**config.mk**
```make
export PLATFORM = sky130hd
export DESIGN_NAME = ssb_top
export DESIGN_NICKNAME = d
export VERILOG_FILES = /design/src/rtl/ssb_pkg.sv /design/src/rtl/ssb_ident_check.sv /design/src/rtl/ssb_top.sv
export SDC_FILE = /design/constraint.sdc
export NUM_CORES = 1
export LEC_CHECK = 0
export BUFFER_PORTS_ARGS = -buffer_cell sky130_fd_sc_hd__buf_2
export CORE_ASPECT_RATIO = 1.25
export CORE_MARGIN = 3
export CORE_UTILIZATION = 35
export DETAILED_ROUTE_END_ITERATION = 6
export GPL_TIMING_DRIVEN = 0
export PLACE_DENSITY = 0.66
export SLEW_MARGIN = 10
export SYNTH_ARGS = -nofsm -noshare
export SYNTH_HDL_FRONTEND = slang
export SYNTH_SLANG_ARGS = --single-unit
```
**constraint.sdc**
```tcl
create_clock -name mclk -period 1.8 [get_ports mclk]
set_input_delay 0.45 -clock mclk [delete_from_list [all_inputs] [get_ports mclk]]
set_output_delay 0.45 -clock mclk [all_outputs]
set_load 0.01 [all_outputs]
```
**src/rtl/ssb_pkg.sv**
```systemverilog
package ssb_pkg;
    localparam logic [7:0] REG_FAMILY_OFS   = 8'h00;
    localparam logic [7:0] REG_REVRUN_OFS   = 8'h01;
    localparam int         IDENT_HI         = 7;
    localparam int         IDENT_LO         = 4;
    localparam int         REV_HI           = 3;
    localparam int         REV_LO           = 1;
    localparam int         START_BIT        = 0;
    localparam logic       START_RESET      = 1'b0;
    localparam int         CLK_MHZ          = 40;
    localparam int         CFG_WAIT_US      = 100;
    localparam int         CFG_WAIT_CYCLES  = CFG_WAIT_US * CLK_MHZ;
    localparam logic [1:0] STRAP_AUTO       = 2'b00;
    localparam logic [1:0] STRAP_HOST_B     = 2'b01;
    localparam logic [1:0] STRAP_HOST_SLAVE = 2'b10;
    localparam logic [1:0] STRAP_FACTORY    = 2'b11;

    typedef struct packed {
        logic       rd;
        logic       wr;
        logic [7:0] addr;
        logic [7:0] wdata;
    } ssb_req_t;

    typedef struct packed {
        logic       req;
        logic [7:0] addr;
    } ssb_eep_req_t;

    typedef struct packed {
        logic       ack;
        logic       absent;
        logic [7:0] data;
    } ssb_eep_rsp_t;
endpackage

```
**src/rtl/ssb_ident_check.sv**
```systemverilog
module ssb_ident_check
    import ssb_pkg::*;
#(
    parameter logic [7:0] FAMILY_CODE = 8'h5a, // arbitrary value
    parameter logic [3:0] IDENT_MII   = 4'h3,  // arbitrary value
    parameter logic [3:0] IDENT_RMII  = 4'h7   // arbitrary value
) (
    input  wire logic [7:0] image_family,
    input  wire logic [7:0] image_revrun,
    output logic            image_ok
);
    import ssb_pkg::*;
    always_comb begin
        image_ok = (image_family == FAMILY_CODE) &&
                   ((image_revrun[IDENT_HI:IDENT_LO] == IDENT_MII) ||
                    (image_revrun[IDENT_HI:IDENT_LO] == IDENT_RMII));
    end
endmodule

```
**src/rtl/ssb_top.sv**
```systemverilog
// Contract
// - strap 10: start only after start write
// - strap 00: self start after eeprom attempt
// - no eeprom: run with defaults
// - image must hold family and chip identity
// - load image only after identity passes
// - start bit zero keeps 10/01 stopped
// - writing zero halts switching for straps 10/01; strap 00 keeps running
// - identity differs in port four rmii
// - start clear after reset; 100us wait
module ssb_top
    import ssb_pkg::*;
#(
    parameter logic [7:0] FAMILY_CODE   = 8'h5a, // arbitrary value
    parameter logic [3:0] IDENT_MII     = 4'h3,  // arbitrary value
    parameter logic [3:0] IDENT_RMII    = 4'h7,  // arbitrary value
    parameter logic [2:0] REVISION      = 3'h5,  // arbitrary value
    parameter int         WAIT_CYCLES   = CFG_WAIT_CYCLES
) (
    input  wire logic                mclk,
    input  wire logic                rstn,
    input  wire logic                strap_select_hi,
    input  wire logic                strap_select_lo,
    input  wire logic                port4_rmii,
    input  ssb_pkg::ssb_req_t        host_req,
    output logic [7:0]               host_rdata,
    output logic                     host_rvalid,
    output ssb_pkg::ssb_eep_req_t    eep_req,
    input  ssb_pkg::ssb_eep_rsp_t    eep_rsp,
    output logic                     load_image,
    output logic [7:0]               load_family,
    output logic [7:0]               load_revrun,
    output logic                     use_defaults,
    output logic                     boot_done,
    output logic                     cfg_ready,
    output logic                     switch_run
);
    import ssb_pkg::*;

    typedef enum logic [2:0] {
        ST_STRAP, ST_RD0, ST_RD1, ST_CHECK, ST_RUN_AUTO, ST_HOST
    } ssb_state_t;

    logic              rst_s1;
    logic              rst_n;
    ssb_state_t        state;
    ssb_state_t        next_state;
    logic [1:0]        strap;
    logic [1:0]        next_strap;
    logic [7:0]        img0;
    logic [7:0]        next_img0;
    logic [7:0]        img1;
    logic [7:0]        next_img1;
    logic              start;
    logic              next_start;
    logic              done;
    logic              next_done;
    logic              load;
    logic              next_load;
    logic              dflt;
    logic              next_dflt;
    logic [7:0]        rdata;
    logic [7:0]        next_rdata;
    logic              rvalid;
    logic              next_rvalid;
    logic [31:0]       wait_cnt;
    logic [31:0]       next_wait_cnt;
    logic              image_ok;
    logic [3:0]        ident;

    always_ff @(posedge mclk or negedge rstn) begin
        if (!rstn) begin
            rst_s1 <= 1'b0;
            rst_n  <= 1'b0;
        end else begin
            rst_s1 <= 1'b1;
            rst_n  <= rst_s1;
        end
    end

    ssb_ident_check #(
        .FAMILY_CODE (FAMILY_CODE),
        .IDENT_MII   (IDENT_MII),
        .IDENT_RMII  (IDENT_RMII)
    ) u_check (
        .image_family (img0),
        .image_revrun (img1),
        .image_ok     (image_ok)
    );

    assign ident = port4_rmii ? IDENT_RMII : IDENT_MII;

    always_comb begin
        next_state    = state;
        next_strap    = strap;
        next_img0     = img0;
        next_img1     = img1;
        next_start    = start;
        next_done     = done;
        next_load     = 1'b0;
        next_dflt     = dflt;
        next_rdata    = rdata;
        next_rvalid   = 1'b0;
        next_wait_cnt = wait_cnt;
        if (wait_cnt < WAIT_CYCLES) begin
            next_wait_cnt = wait_cnt + 32'd1;
        end
        case (state)
            ST_STRAP: begin
                next_strap = {strap_select_hi, strap_select_lo};
                if ({strap_select_hi, strap_select_lo} == STRAP_AUTO) begin
                    next_state = ST_RD0;
                end else begin
                    next_state = ST_HOST;
                    next_done  = 1'b1;
                end
            end
            ST_RD0: begin
                if (eep_rsp.ack) begin
                    if (eep_rsp.absent) begin
                        next_dflt  = 1'b1;
                        next_state = ST_RUN_AUTO;
                    end else begin
                        next_img0  = eep_rsp.data;
                        next_state = ST_RD1;
                    end
                end
            end
            ST_RD1: begin
                if (eep_rsp.ack) begin
                    if (eep_rsp.absent) begin
                        next_dflt  = 1'b1;
                        next_state = ST_RUN_AUTO;
                    end else begin
                        next_img1  = eep_rsp.data;
                        next_state = ST_CHECK;
                    end
                end
            end
            ST_CHECK: begin
                if (image_ok) begin
                    next_load = 1'b1;
                    next_dflt = 1'b0;
                end else begin
                    next_dflt = 1'b1;
                end
                next_state = ST_RUN_AUTO;
            end
            ST_RUN_AUTO: begin
                next_done = 1'b1;
            end
            ST_HOST: begin
                next_done = 1'b1;
            end
            default: begin
                next_state = ST_STRAP;
            end
        endcase
        if (host_req.rd) begin
            next_rvalid = 1'b1;
            case (host_req.addr)
                REG_FAMILY_OFS: next_rdata = FAMILY_CODE;
                REG_REVRUN_OFS: next_rdata = {ident, REVISION, start};
                default:        next_rdata = 8'h00;
            endcase
        end
        if (host_req.wr && host_req.addr == REG_REVRUN_OFS) begin
            next_start = host_req.wdata[START_BIT];
        end
    end

    always_ff @(posedge mclk or negedge rst_n) begin
        if (!rst_n) begin
            state    <= ST_STRAP;
            strap    <= STRAP_FACTORY;
            img0     <= 8'h00;
            img1     <= 8'h00;
            start    <= START_RESET;
            done     <= 1'b0;
            load     <= 1'b0;
            dflt     <= 1'b0;
            rdata    <= 8'h00;
            rvalid   <= 1'b0;
            wait_cnt <= 32'd0;
        end else begin
            state    <= next_state;
            strap    <= next_strap;
            img0     <= next_img0;
            img1     <= next_img1;
            start    <= next_start;
            done     <= next_done;
            load     <= next_load;
            dflt     <= next_dflt;
            rdata    <= next_rdata;
            rvalid   <= next_rvalid;
            wait_cnt <= next_wait_cnt;
        end
    end

    always_comb begin
        eep_req.req  = (state == ST_RD0) || (state == ST_RD1);
        eep_req.addr = (state == ST_RD1) ? REG_REVRUN_OFS : REG_FAMILY_OFS;
        case (state)
            ST_RUN_AUTO: switch_run = start || (strap == STRAP_AUTO);
            ST_HOST:     switch_run = start && (strap != STRAP_FACTORY);
            default:     switch_run = 1'b0;
        endcase
    end

    assign host_rdata   = rdata;
    assign host_rvalid  = rvalid;
    assign load_image   = load;
    assign load_family  = img0;
    assign load_revrun  = img1;
    assign use_defaults = dflt;
    assign boot_done    = done;
    assign cfg_ready    = (wait_cnt >= WAIT_CYCLES);
endmodule

```
Word-level counts from Yosys, hierarchy flattened. Index checks and enable logic that the tools add are counted.

Add/sub/neg operators: 1. $lt $le $gt $ge: 2. Equality and inequality tests: 15. Multiplexer cells: 19. Bitwise operators: 2. Reductions and logical operators: 19.

Operator list (number): $add A32 B1 Y32 const B (1); $ge A32 B12 Y1 const B (1); $lt A32 B12 Y1 const B (1); $mux W3 (6); $pmux W3 S5 (1); $pmux W7 S2 (1); $reduce_and A3 Y1 (4); $eq A8 B1 Y1 const B (1); $eq A8 B7 Y1 const B (1); $logic_not A8 Y1 (1); $mux W1 (8); $ne A2 B2 Y1 const B (4); $eq A3 B2 Y1 const B (2); $eq A3 B3 Y1 const B (2); $pmux W1 S2 (3); $eq A4 B2 Y1 const B (1); $eq A4 B3 Y1 const B (1); $logic_not A2 Y1 (2); $ne A2 B1 Y1 const B (2); $reduce_bool A2 Y1 (2); $reduce_or A2 Y1 (2); $eq A3 B1 Y1 const B (1); $logic_and A1 B1 Y1 (3); $logic_not A3 Y1 (1); other kinds (3) (6).

Register bits after elaboration: 68. Bits of input ports: 33. Logic and storage cells: 71.

Longest topological paths before layout. Gate-level depths: netlist of the first run.

Depth in word-level cells: 5. Mapped depth: 5.

Hierarchy. A second synthesis of the first run with hierarchy kept.

Cells, all modules: 223. Area total of the unflattened synthesis: 2643.8 sq um.

Modules (own cells, without submodules): ssb_top (instances 1, cells each 219, area each 2608.8 sq um, seq. area each 1604.0 sq um); ssb_ident_check (instances 1, cells each 4, area each 35.0 sq um, seq. area each 0.0 sq um).

Least setup slack after synthesis of the first run. Ideal clock, no wire load.

Path kind: input to register. Start: in host_req[10] in the netlist's numbering. End: reg start. Setup time: 0.125 ns. Arrival: 1.608 ns. Data required time: 1.675 ns. Slack: 0.067 ns. Stages: 4. Cells stage by stage: or4_4 nor4_4 nand3_2 mux2_4.

Word-level cells in the longest chain between the ends: 2.

Ends and longest elaborated chain: from (decl) (line ssb_top.sv:25) `input ssb_pkg::ssb_req_t host_req,`; $eq A8 B1 Y1 (line ssb_top.sv:167) `if (host_req.wr && host_req.addr == REG_REVRUN_OFS) begin`; $logic_and A1 B1 Y1 (line ssb_top.sv:167); to (signal assigned) (line ssb_top.sv:190) `start <= next_start;`; to (decl) (line ssb_top.sv:54) `logic start;`.

Every way passes these cells. A chain may end at the register's enable or synchronous reset.

Worst setup path in the final report of the first run.
Start: reg wait_cnt[30]. End: out cfg_ready.

Word-level cells in the longest chain between the ends: 1.

Ends and longest elaborated chain: from (decl) (line ssb_top.sv:66) `logic [31:0] wait_cnt;`; from (signal assigned) (line ssb_top.sv:196) `wait_cnt <= next_wait_cnt;`; $ge A32 B12 Y1 (line ssb_top.sv:217) `assign cfg_ready = (wait_cnt >= WAIT_CYCLES);`; to (decl) (line ssb_top.sv:35) `output logic cfg_ready,`.

Every way passes these cells.

==> results of run 1 <==
## sequential cells by signal, summed over array words and instances, names as in the netlist
name / flops
wait_cnt: 32
load_family: 8
load_revrun: 8
host_rdata: 4
state: 3
strap: 2
boot_done: 1
host_rvalid: 1
load_image: 1
rst_n: 1
rst_s1: 1
start: 1
use_defaults: 1
## cell usage in the layout, fill, tap and decap left out, drive strengths merged
cell / instances
conb: 10
buf: 75
nand2b: 2
a21boi: 1
inv: 13
o21bai: 1
nand2: 3
o31ai: 1
a21oi: 7
xnor2: 2
o21ai: 7
mux2: 21
clkinv: 3
nand3: 10
nand4: 7
nor2: 9
dfrtp: 62
ha: 2
nor4b: 1
o32ai: 1
and3: 2
o21ba: 1
or4: 3
nor2b: 1
clkinvlp: 2
nor4: 16
nor3: 5
o41ai: 1
xor2: 9
clkbuf: 31
dlygate4sd3: 1
dfstp: 2
## per-stage QoR
step           TNS, ps  area, um2  util [%]
2_1_floorplan        0       2760         -
3_3_place_gp    -106.4       3151     42.07
3_5_place_dp    -153.3       3153     42.11
4_1_cts         -496.5       3412     45.56
5_1_grt         -984.9       3485     46.53
6_report        -225.0       3485     46.53
## synth_stat cells, types with 3 or more instances
master and n:
o21ai_0 7, a21oi_1 7, inv_1 10, nand4_1 7, nor4_1 15, nor3_1 4
nand2_1 3, xor2_1 9, mux2_4 9, nor2_1 9, dfrtp_1 62, mux2_2 12
buf_4 11, clkbuf_1 24, nand3_1 9
## kinds of logic after synthesis
group / Yosys count
simple gates: 59
fa+ha+maj: 2
compound gates: 20
other cells: 2
xor+xnor: 11
buf+inv: 50
mux: 21
flops: 64
## area by class of cell
type	count	share of cell area [%]
flip-flops and latches	64	46.14
plain buffers	38	5.925
multi-input cells	123	28.80
well taps	92	3.303
inverters	11	1.185
repair buffers	60	9.515
clock buffers	9	3.555
clock inverters	7	1.580
## worst max-delay path by stage
stage,to,cells past startpoint
floorplan,start$_DFFE_PN0P_,4
global placement,start$_DFFE_PN0P_,5
detailed placement,start$_DFFE_PN0P_,5
CTS,cfg_ready,5
global route,cfg_ready,5
finish,cfg_ready,5
## worst reg2reg max path, stage by stage, from the launching register on
cell	delay [ps]
dfrtp_1	420
buf_4	140
inv_1	90
or4_1	500
buf_2	200
mux2_2	290
## power by group through the flow
stage / clock, mW / combinational, mW / sequential (mW)
3_5_place_dp: 0 / 0.392 / 1.64
3_3_place_gp: 0 / 0.384 / 1.64
6_report: 1.10 / 0.526 / 1.63
4_1_cts: 1.14 / 0.482 / 1.62
5_1_grt: 1.21 / 0.581 / 1.65
2_1_floorplan: 0 / 0.236 / 1.65
## per-layer routing
metal / share of wire (%) / up-vias / global-route usage (%)
li1: - / 905 / -
met1: 42 / 900 / 14.77
met2: 49 / 71 / 18.67
met3: 7.1 / 8 / 4.968
met4: 1.3 / 0 / 4.412
met5: 0 / - / 0
## timing repair
item,in CTS,in global routing
gates cloned,0,0
gates resized for setup,11,17
endpoints found under the hold margin,2,0
hold buffers,1,0
setup endpoints to repair,4,13
setup buffers,3,1
pin swaps,6,3
==> impl_metrics.tcl, run 1 <==
set metrics [dict create \
    p_int_mw 2.335 \
    routedWlPerCell_um 12.15 \
    dieArea_mm2 0.008899 \
    yosys-top-cells-area "dfrtp_1, mux2_4, mux2_2" \
    antennaDiodeCount 0 \
    synth_ff_type "dfrtp_1" \
    hold-path-endpoint "host_rvalid$_DFF_PN0_" \
    dp_cells 384 \
    place_congestion 0.7436 \
    r2r_start "state[0]$_DFFE_PN0P_" \
    synth-xor-area-share_pct 3.530 \
    worstPathCellList "nor4_2 > nand2_1 > nor3_4 > inv_1 > buf_2" \
    power_mw 3.248 \
    area_growth_pct 27.69 \
    period_minus_slack_ps 2015 \
    min_path_cells 1 \
    slowest_delay_ps 390 \
    ys_seq_area_share_pct 58.78 \
    grt_max_degree 63 \
    die_h_um 104.7 \
    cts_tree "yes" \
    placementRows 35 \
    synth_compound_area_share_pct 4.402 \
    fp.coreArea_mm2 0.007488 \
    synth_edf_count 0 \
    period_share_pct 112.0 \
    clock_skew_ps 4.585 \
    r2r_end "load_family[0]$_DFFE_PN0P_" \
    pre_cts_ws_ps -119.5 \
    yosys.area_share.simple_pct 13.16 \
    critical_path.top_delay_family "simple AND/OR/NAND/NOR gates" \
    hp-class "input pin to register" \
    combPwrFrac_pct 16.2 \
    cp.arrival_ps 1570 \
    synth_top_area_share_pct 56.85 \
    violations "setup timing" \
    ff_latch_area_mm2 0.001608 \
    synth.distinct_cells 37 \
    p_sw_uw 913.1 \
    crit_start "wait_cnt[30]$_DFFE_PN0N_" \
    hold_viol_final 0 \
    via_per_inst 4.663 \
    async_flop_share_pct 100.0 \
    fill_cells 682 \
    grt_pass1_wl_mm 8.638 \
    min_from "host_req[17]" \
    dp_hpwl_mm 3.396 \
    io_pins 72 \
    cts_inserted_buffers 9 \
    grt_usage_pct 11.97 \
    drive_gt1_share_pct 43.91 \
    worst_pin_slew_ps 845.8 \
    reg2reg_depth 5 \
    power_frac_seq_pct 50.1 \
    outcome "complete, but fails checks" \
    multiInputGateArea_mm2 0.001003 \
    yosysTopAreaCell "dfrtp_1" \
    critPathSlowestCell "dfrtp_1" \
    drc 0 \
    synth_fa_ha_area_share_pct 0.9170 \
    worst-path-buf-inv 2 \
    clk_pin_slew_ps 70 \
    crit_type "register to output pin" \
    startpoint_type "register" \
    power_density_mw_per_mm2 932.2 \
    cts.sinks 64 \
    syn_area_mm2 0.002729 \
    rsz0062_at_grt "true" \
    maxCapViolations 0 \
    path_max_fanout 2 \
    first_pass_iters 4 \
    synth.area.mux_share_pct 9.904 \
    crit_required_ps 1350 \
    grt_overflow_total 0 \
    instances_no_fill 404 \
    fin_ws_ps -215.4 \
    ys_ff_latch 64 \
    vdd_drop_max_uv 516.0 \
    port-buffer-count 55 \
    synthCells 229 \
    p_clk_share_pct 33.8 \
    synth_top_family_by_area "simple AND/OR/NAND/NOR gates" \
    max_freq_ghz 0.4962 \
    grt_pass1_vias 1928 \
    final_max_slew_viol_count 0 \
    initial_core_util_pct 36.44 \
    reg2reg_slack_ps 50 \
    antenna_found_initial 0 \
    swShare_pct 28.11 \
    via_count 1884 \
    nets 342 \
    cts_buffer_depth 2 \
    syn_area_per_cell_um2 11.92 \
    setup_viol 2 \
    p_leak_nw 1.782 \
    clock_latency_ps 340 \
    worst_setup_path_end_kind "output pin" \
    holdWs_ps 300.8 \
    cts-root-buf "clkbuf_8" \
    ant_nets 0 \
    die_w_um 84.98 \
    synth-warning-count 0 \
    htree_levels 3 \
    drtIter0Drc 80 \
    timing.slew.headroom_pct 43.02 \
    drt_wl_total_mm 4.907 \
]
Note: power is estimated with default switching activity, not from simulation.
==> run 2, diff against run 1 <==
Settings changed: PLACE_DENSITY 0.66 to 0.64.
Clock period 1.8 ns to 2.4 ns, I/O delays scaled along.
==> run 2 against run 1 <==
  * The flow now finishes without violations
  * Largest power group unchanged
  * Non-clock buffer count down 4
  * Clock power shrank 24%
  * Global-route usage is 0.37 points lower
  * Register-to-register slack better by 510 ps
  * First-iteration DRC count shrank 10%
  * Clock skew is essentially flat
  * Sequential share of layout area rose by 1.7 points
  * Utilization down 1.6 points
  * Die area unchanged
  * Via count fell by 1.3%
  * Routed wire length shrank 4.3%
  * Flip-flop and latch count is the same
==> impl_metrics.tcl, run 2 (same netlist as run 1, synthesis figures left out) <==
set metrics [dict create \
    outcome "finished, final reports clean" \
    met3_length_um 312 \
    maxCapViolations 0 \
    clock_skew_ps 5.061 \
    cp.arrival_ps 1630 \
    vdd_drop_max_uv 363.4 \
    period_minus_slack_ps 2232 \
    r2r_start "state[0]$_DFFE_PN0P_" \
    p_leak_nw 1.733 \
    fin_ws_ps 168.3 \
    hold_viol_final 0 \
    power_density_mw_per_mm2 692.3 \
    crit_type "register to output pin" \
    dieArea_mm2 0.008899 \
    timing.slew.headroom_pct 49.34 \
    place_congestion 0.7417 \
    grt_overflow_total 0 \
    setup_viol 0 \
    startpoint_type "register" \
    cts-root-buf "clkbuf_8" \
    largest_reg_flops 32 \
    cts_buffer_depth 2 \
    reg2reg_slack_ps 560 \
    cts.sinks 64 \
    m1WireLength_mm 1.990 \
    worst_setup_path_end_kind "output pin" \
    rsz0062_at_grt "false" \
    crit_required_ps 1800 \
    reg2reg_depth 4 \
    max_freq_ghz 0.4481 \
    antennaDiodeCount 0 \
    grt_pass1_vias 1846 \
    antenna_found_initial 0 \
    area_growth_pct 23.25 \
    top_layer "met4" \
    ant_nets 0 \
    clk_pin_slew_ps 60 \
    grt_pass1_wl_mm 8.211 \
    io_pins 72 \
    via_per_inst 4.650 \
    power_mw 2.328 \
    grt_max_degree 63 \
    place_area_mm2 0.003153 \
    drc 0 \
    drt_wl_total_mm 4.695 \
    clock_latency_ps 330 \
    drive_gt1_share_pct 38.64 \
    fin_area_mm2 0.003363 \
    final_max_slew_viol_count 0 \
    r2r_end "load_family[1]$_DFFE_PN0P_" \
    first_pass_iters 4 \
    pre_cts_ws_ps 337.5 \
    htree_levels 3 \
    cts_tree "yes" \
    dp_hpwl_mm 3.368 \
    top_register "wait_cnt" \
    final_common_cell "dfrtp_1" \
    final_cell_mix "dfrtp_1, buf_2, clkbuf_1" \
    wl_met2_mm 2.274 \
    die_w_um 84.98 \
    nets 338 \
    routedWlPerCell_um 11.74 \
    cts_inserted_buffers 9 \
    grt_usage_pct 11.61 \
    die_h_um 104.7 \
    via_count 1860 \
    initial_core_util_pct 36.44 \
    drtIter0Drc 72 \
    path_max_fanout 3 \
    period_share_pct 92.99 \
    port-buffer-count 55 \
    placementRows 35 \
    worst_pin_slew_ps 759.9 \
    fp.coreArea_mm2 0.007488 \
    hp-class "input pin to asynchronous set/reset pin" \
]
## run 2: layout make-up
cell class / count / area [um2]
timing repair buffer: 56 / 282.8
clock inverter: 2 / 12.51
inverter: 11 / 41.29
clock buffer: 14 / 172.7
buffer: 38 / 201.4
sequential: 64 / 1608
fill: 701 / 4125
tap: 92 / 115.1
multi-input combinational: 123 / 929.6
## run 2: what timing repair did
action,in CTS,in global routing
gates resized for setup,0,5
buffers inserted,0,1
endpoints found under the setup margin,0,2
hold buffers,0,0
endpoints found under the hold margin,0,0
## run 2: stage by stage
| step | cells | util, % | setup TNS, ps | hold slack (ps) |
|---|---|---|---|---|
| floorplan | 237 | - | 0 | 304.4 |
| global placement | 384 | 42.06 | -12540 | 337.7 |
| detailed placement | 384 | 42.11 | 0 | 338.9 |
| CTS | 400 | 44.58 | 0 | 19.12 |
| global route | 400 | 44.91 | 0 | 14.57 |
| finish | 400 | 44.91 | 0 | 45.61 |
## run 2: worst max-delay path by stage
stage / startpoint / to / cells after the start
floorplan: rst_n$_DFF_PN0_ / boot_done$_DFFE_PN0P_ / 0
global placement: rst_n$_DFF_PN0_ / load_revrun[3]$_DFFE_PN0P_ / 0
detailed placement: host_req[10] / start$_DFFE_PN0P_ / 5
CTS: wait_cnt[15]$_DFFE_PN0N_ / cfg_ready / 5
global route: wait_cnt[20]$_DFFE_PN0N_ / cfg_ready / 5
finish: wait_cnt[30]$_DFFE_PN0N_ / cfg_ready / 5
## run 2: where the power goes
part,total (mW),leakage (nW),switching [mW],internal [mW]
combinational,0.266,0.798,0.125,0.142
clock,0.832,0.0927,0.374,0.459
sequential,1.23,0.842,0.0788,1.15
total,2.33,1.73,0.577,1.75
## run 2: worst max-delay path: stages, from the launching register on
cell and delay, ps:
dfrtp_1 380, nor4_1 310, nand2_1 160, nor3_4 270
inv_1 60, buf_2 140
## run 2: layer usage
metal	GRT usage, %	vias up
li1	-	904
met1	13.22	894
met2	18.56	53
met3	3.628	9
met4	7.466	0
met5	0	-
==> run 3, diff against run 2 <==
==> constraint.sdc (replaced) <==
create_clock -name mclk -period 2.4 [get_ports mclk]
set_input_delay 0.48 -clock mclk [delete_from_list [all_inputs] [get_ports mclk]]
set_output_delay 0.48 -clock mclk [all_outputs]
set_load 0.01 [all_outputs]
==> run 3 against run 2 <==
  * Utilization shrank 0.12 points
  * Sequential power is essentially flat
  * Hold slack better by 300 ps
  * Total power up 0.27%
  * Critical path depth is the same
  * Non-clock buffer count increased by 1
  * Design area is 0.26% lower
  * Largest cell class unchanged
  * Clock power about the same
  * Global-route usage hardly changed
  * Via count up 1.1%
  * First-iteration DRC count decreased by 14%
==> impl_metrics.tcl, run 3 (same netlist as run 1, synthesis figures left out) <==
set metrics [dict create \
    crit_type "register to output pin" \
    grt_usage_pct 11.62 \
    htree_levels 3 \
    dp_hpwl_mm 3.368 \
    cp.arrival_ps 1660 \
    timing.slew.headroom_pct 49.30 \
    reg2reg_slack_ps 650 \
    ant_nets 0 \
    outcome "finished, final reports clean" \
    hold_viol_final 0 \
    cts_buffer_depth 2 \
    grt_overflow_total 0 \
    dieArea_mm2 0.008899 \
    cts.sinks 64 \
    drtIter0Drc 62 \
    r2r_start "wait_cnt[30]$_DFFE_PN0N_" \
    clk_pin_slew_ps 60 \
    dp_cells 384 \
    hp-class "input pin to register" \
    routedWlPerCell_um 11.47 \
    combPwrFrac_pct 12.6 \
    p_leak_nw 1.731 \
    p_sw_uw 578.4 \
    largest_reg_flops 32 \
    antennaDiodeCount 0 \
    nets 339 \
    worst_pin_slew_ps 760.4 \
    cts-root-buf "clkbuf_8" \
    initial_core_util_pct 36.44 \
    first_pass_iters 4 \
    die_w_um 84.98 \
    worstPathCellList "nor4_1 > nand3_1 > nor3_4 > inv_1 > buf_2" \
    slowest_delay_ps 370 \
    final_util_pct 44.80 \
    critPathSlowestCell "dfrtp_1" \
    clock_latency_ps 320 \
    setup_viol 0 \
    fp.coreArea_mm2 0.007488 \
    fin_ws_ps 259.8 \
    cts_inserted_buffers 9 \
    reg2reg_depth 5 \
    swShare_pct 24.78 \
    grt_pass1_vias 1847 \
    power_mw 2.335 \
    via_count 1881 \
    top_register "wait_cnt" \
    drive_gt1_share_pct 37.22 \
    final_cell_mix "dfrtp_1, buf_2, clkbuf_1" \
    post_cts_buffers 0 \
    clock_skew_ps 5.345 \
    period_minus_slack_ps 2140 \
    via_per_inst 4.691 \
    path_max_fanout 3 \
    power_frac_seq_pct 51.8 \
    place_congestion 0.7417 \
    period_share_pct 89.18 \
    maxCapViolations 0 \
    antenna_found_initial 0 \
    power_density_mw_per_mm2 696.0 \
    hold-path-endpoint "host_rvalid$_DFF_PN0_" \
    die_h_um 104.7 \
    cts_tree "yes" \
    drc 0 \
    area_growth_pct 22.93 \
    grt_pass1_wl_mm 8.224 \
    min_from "host_req[17]" \
    rsz0062_at_grt "false" \
    pre_cts_ws_ps 457.5 \
    max_freq_ghz 0.4672 \
    r2r_end "wait_cnt[9]$_DFFE_PN0N_" \
    instances_no_fill 401 \
    startpoint_type "register" \
    port-buffer-count 55 \
    grt_max_degree 63 \
    crit_required_ps 1920 \
    p_int_mw 1.756 \
    worst_setup_path_end_kind "output pin" \
    fill_cells 698 \
    final_common_cell "dfrtp_1" \
    min_path_cells 1 \
    placementRows 35 \
    drt_wl_total_mm 4.601 \
    final_max_slew_viol_count 0 \
    io_pins 72 \
    vdd_drop_max_uv 363.8 \
    p_clk_share_pct 35.7 \
]
-- run 3: changes by cell type in the layout (fill, tap and decap cells not counted), sizes merged --
cell and change:
dlygate4sd3 +1, clkbuf +1, buf -1
-- run 3: cell type report --
cell class                 instances  area (um2)  area share, %
sequential                        64        1608          47.93
multi-input combinational        123       914.6          27.27
timing repair buffer              56       285.3          8.504
buffer                            39       205.2          6.117
clock buffer                      14       172.7          5.147
tap                               92       115.1          3.432
inverter                          11       41.29          1.231
clock inverter                     2       12.51         0.3730
-- run 3: timing repair --
item                                   4_1_cts  5_1_grt
endpoints found under the hold margin        2        0
setup endpoints to repair                    0        1
resized for setup                            0        1
hold buffers                                 1        0
-- run 3: critical path, delay by kind of cell, from the launching register on --
family / cells / cell delay (ps)
buffers and inverters: 2 / 200
flip-flops: 1 / 370
AND/OR/NAND/NOR: 3 / 770
-- run 3: metal layers --
metal | vias to the layer above | wire length (um) | track usage, %
li1 | 913 | - | -
met1 | 900 | 1932 | 13.28
met2 | 58 | 2214 | 18.56
met3 | 10 | 320 | 3.628
met4 | 0 | 133 | 7.466
met5 | - | 0 | 0
-- run 3: worst max-delay path by stage --
stage / start / endpoint / cells after the start
after CTS: wait_cnt[15]$_DFFE_PN0N_ / cfg_ready / 5
after detailed placement: host_req[10] / start$_DFFE_PN0P_ / 5
after floorplan: rst_n$_DFF_PN0_ / boot_done$_DFFE_PN0P_ / 0
after global routing: wait_cnt[15]$_DFFE_PN0N_ / cfg_ready / 5
final: wait_cnt[15]$_DFFE_PN0N_ / cfg_ready / 5
after global placement: rst_n$_DFF_PN0_ / load_revrun[3]$_DFFE_PN0P_ / 0
-- run 3: through the flow --
stage / cell area (um2) / setup TNS [ps] / hold WS, ps
after floorplan: 2759 / 0 / 184.4
after global routing: 3354 / 0 / 329.0
after global placement: 3149 / -12540 / 266.8
final: 3354 / 0 / 347.3
after detailed placement: 3153 / 0 / 267.2
after CTS: 3348 / 0 / 324.3
-- run 3: power groups by stage --
| stage | Clock [mW] | Combinational (mW) | Sequential, mW |
|---|---|---|---|
| after global routing | 0.927 | 0.329 | 1.22 |
| final | 0.833 | 0.293 | 1.21 |
| after global placement | 0 | 0.290 | 1.23 |
| after CTS | 0.877 | 0.297 | 1.21 |
| after detailed placement | 0 | 0.295 | 1.23 |
| after floorplan | 0 | 0.177 | 1.24 |
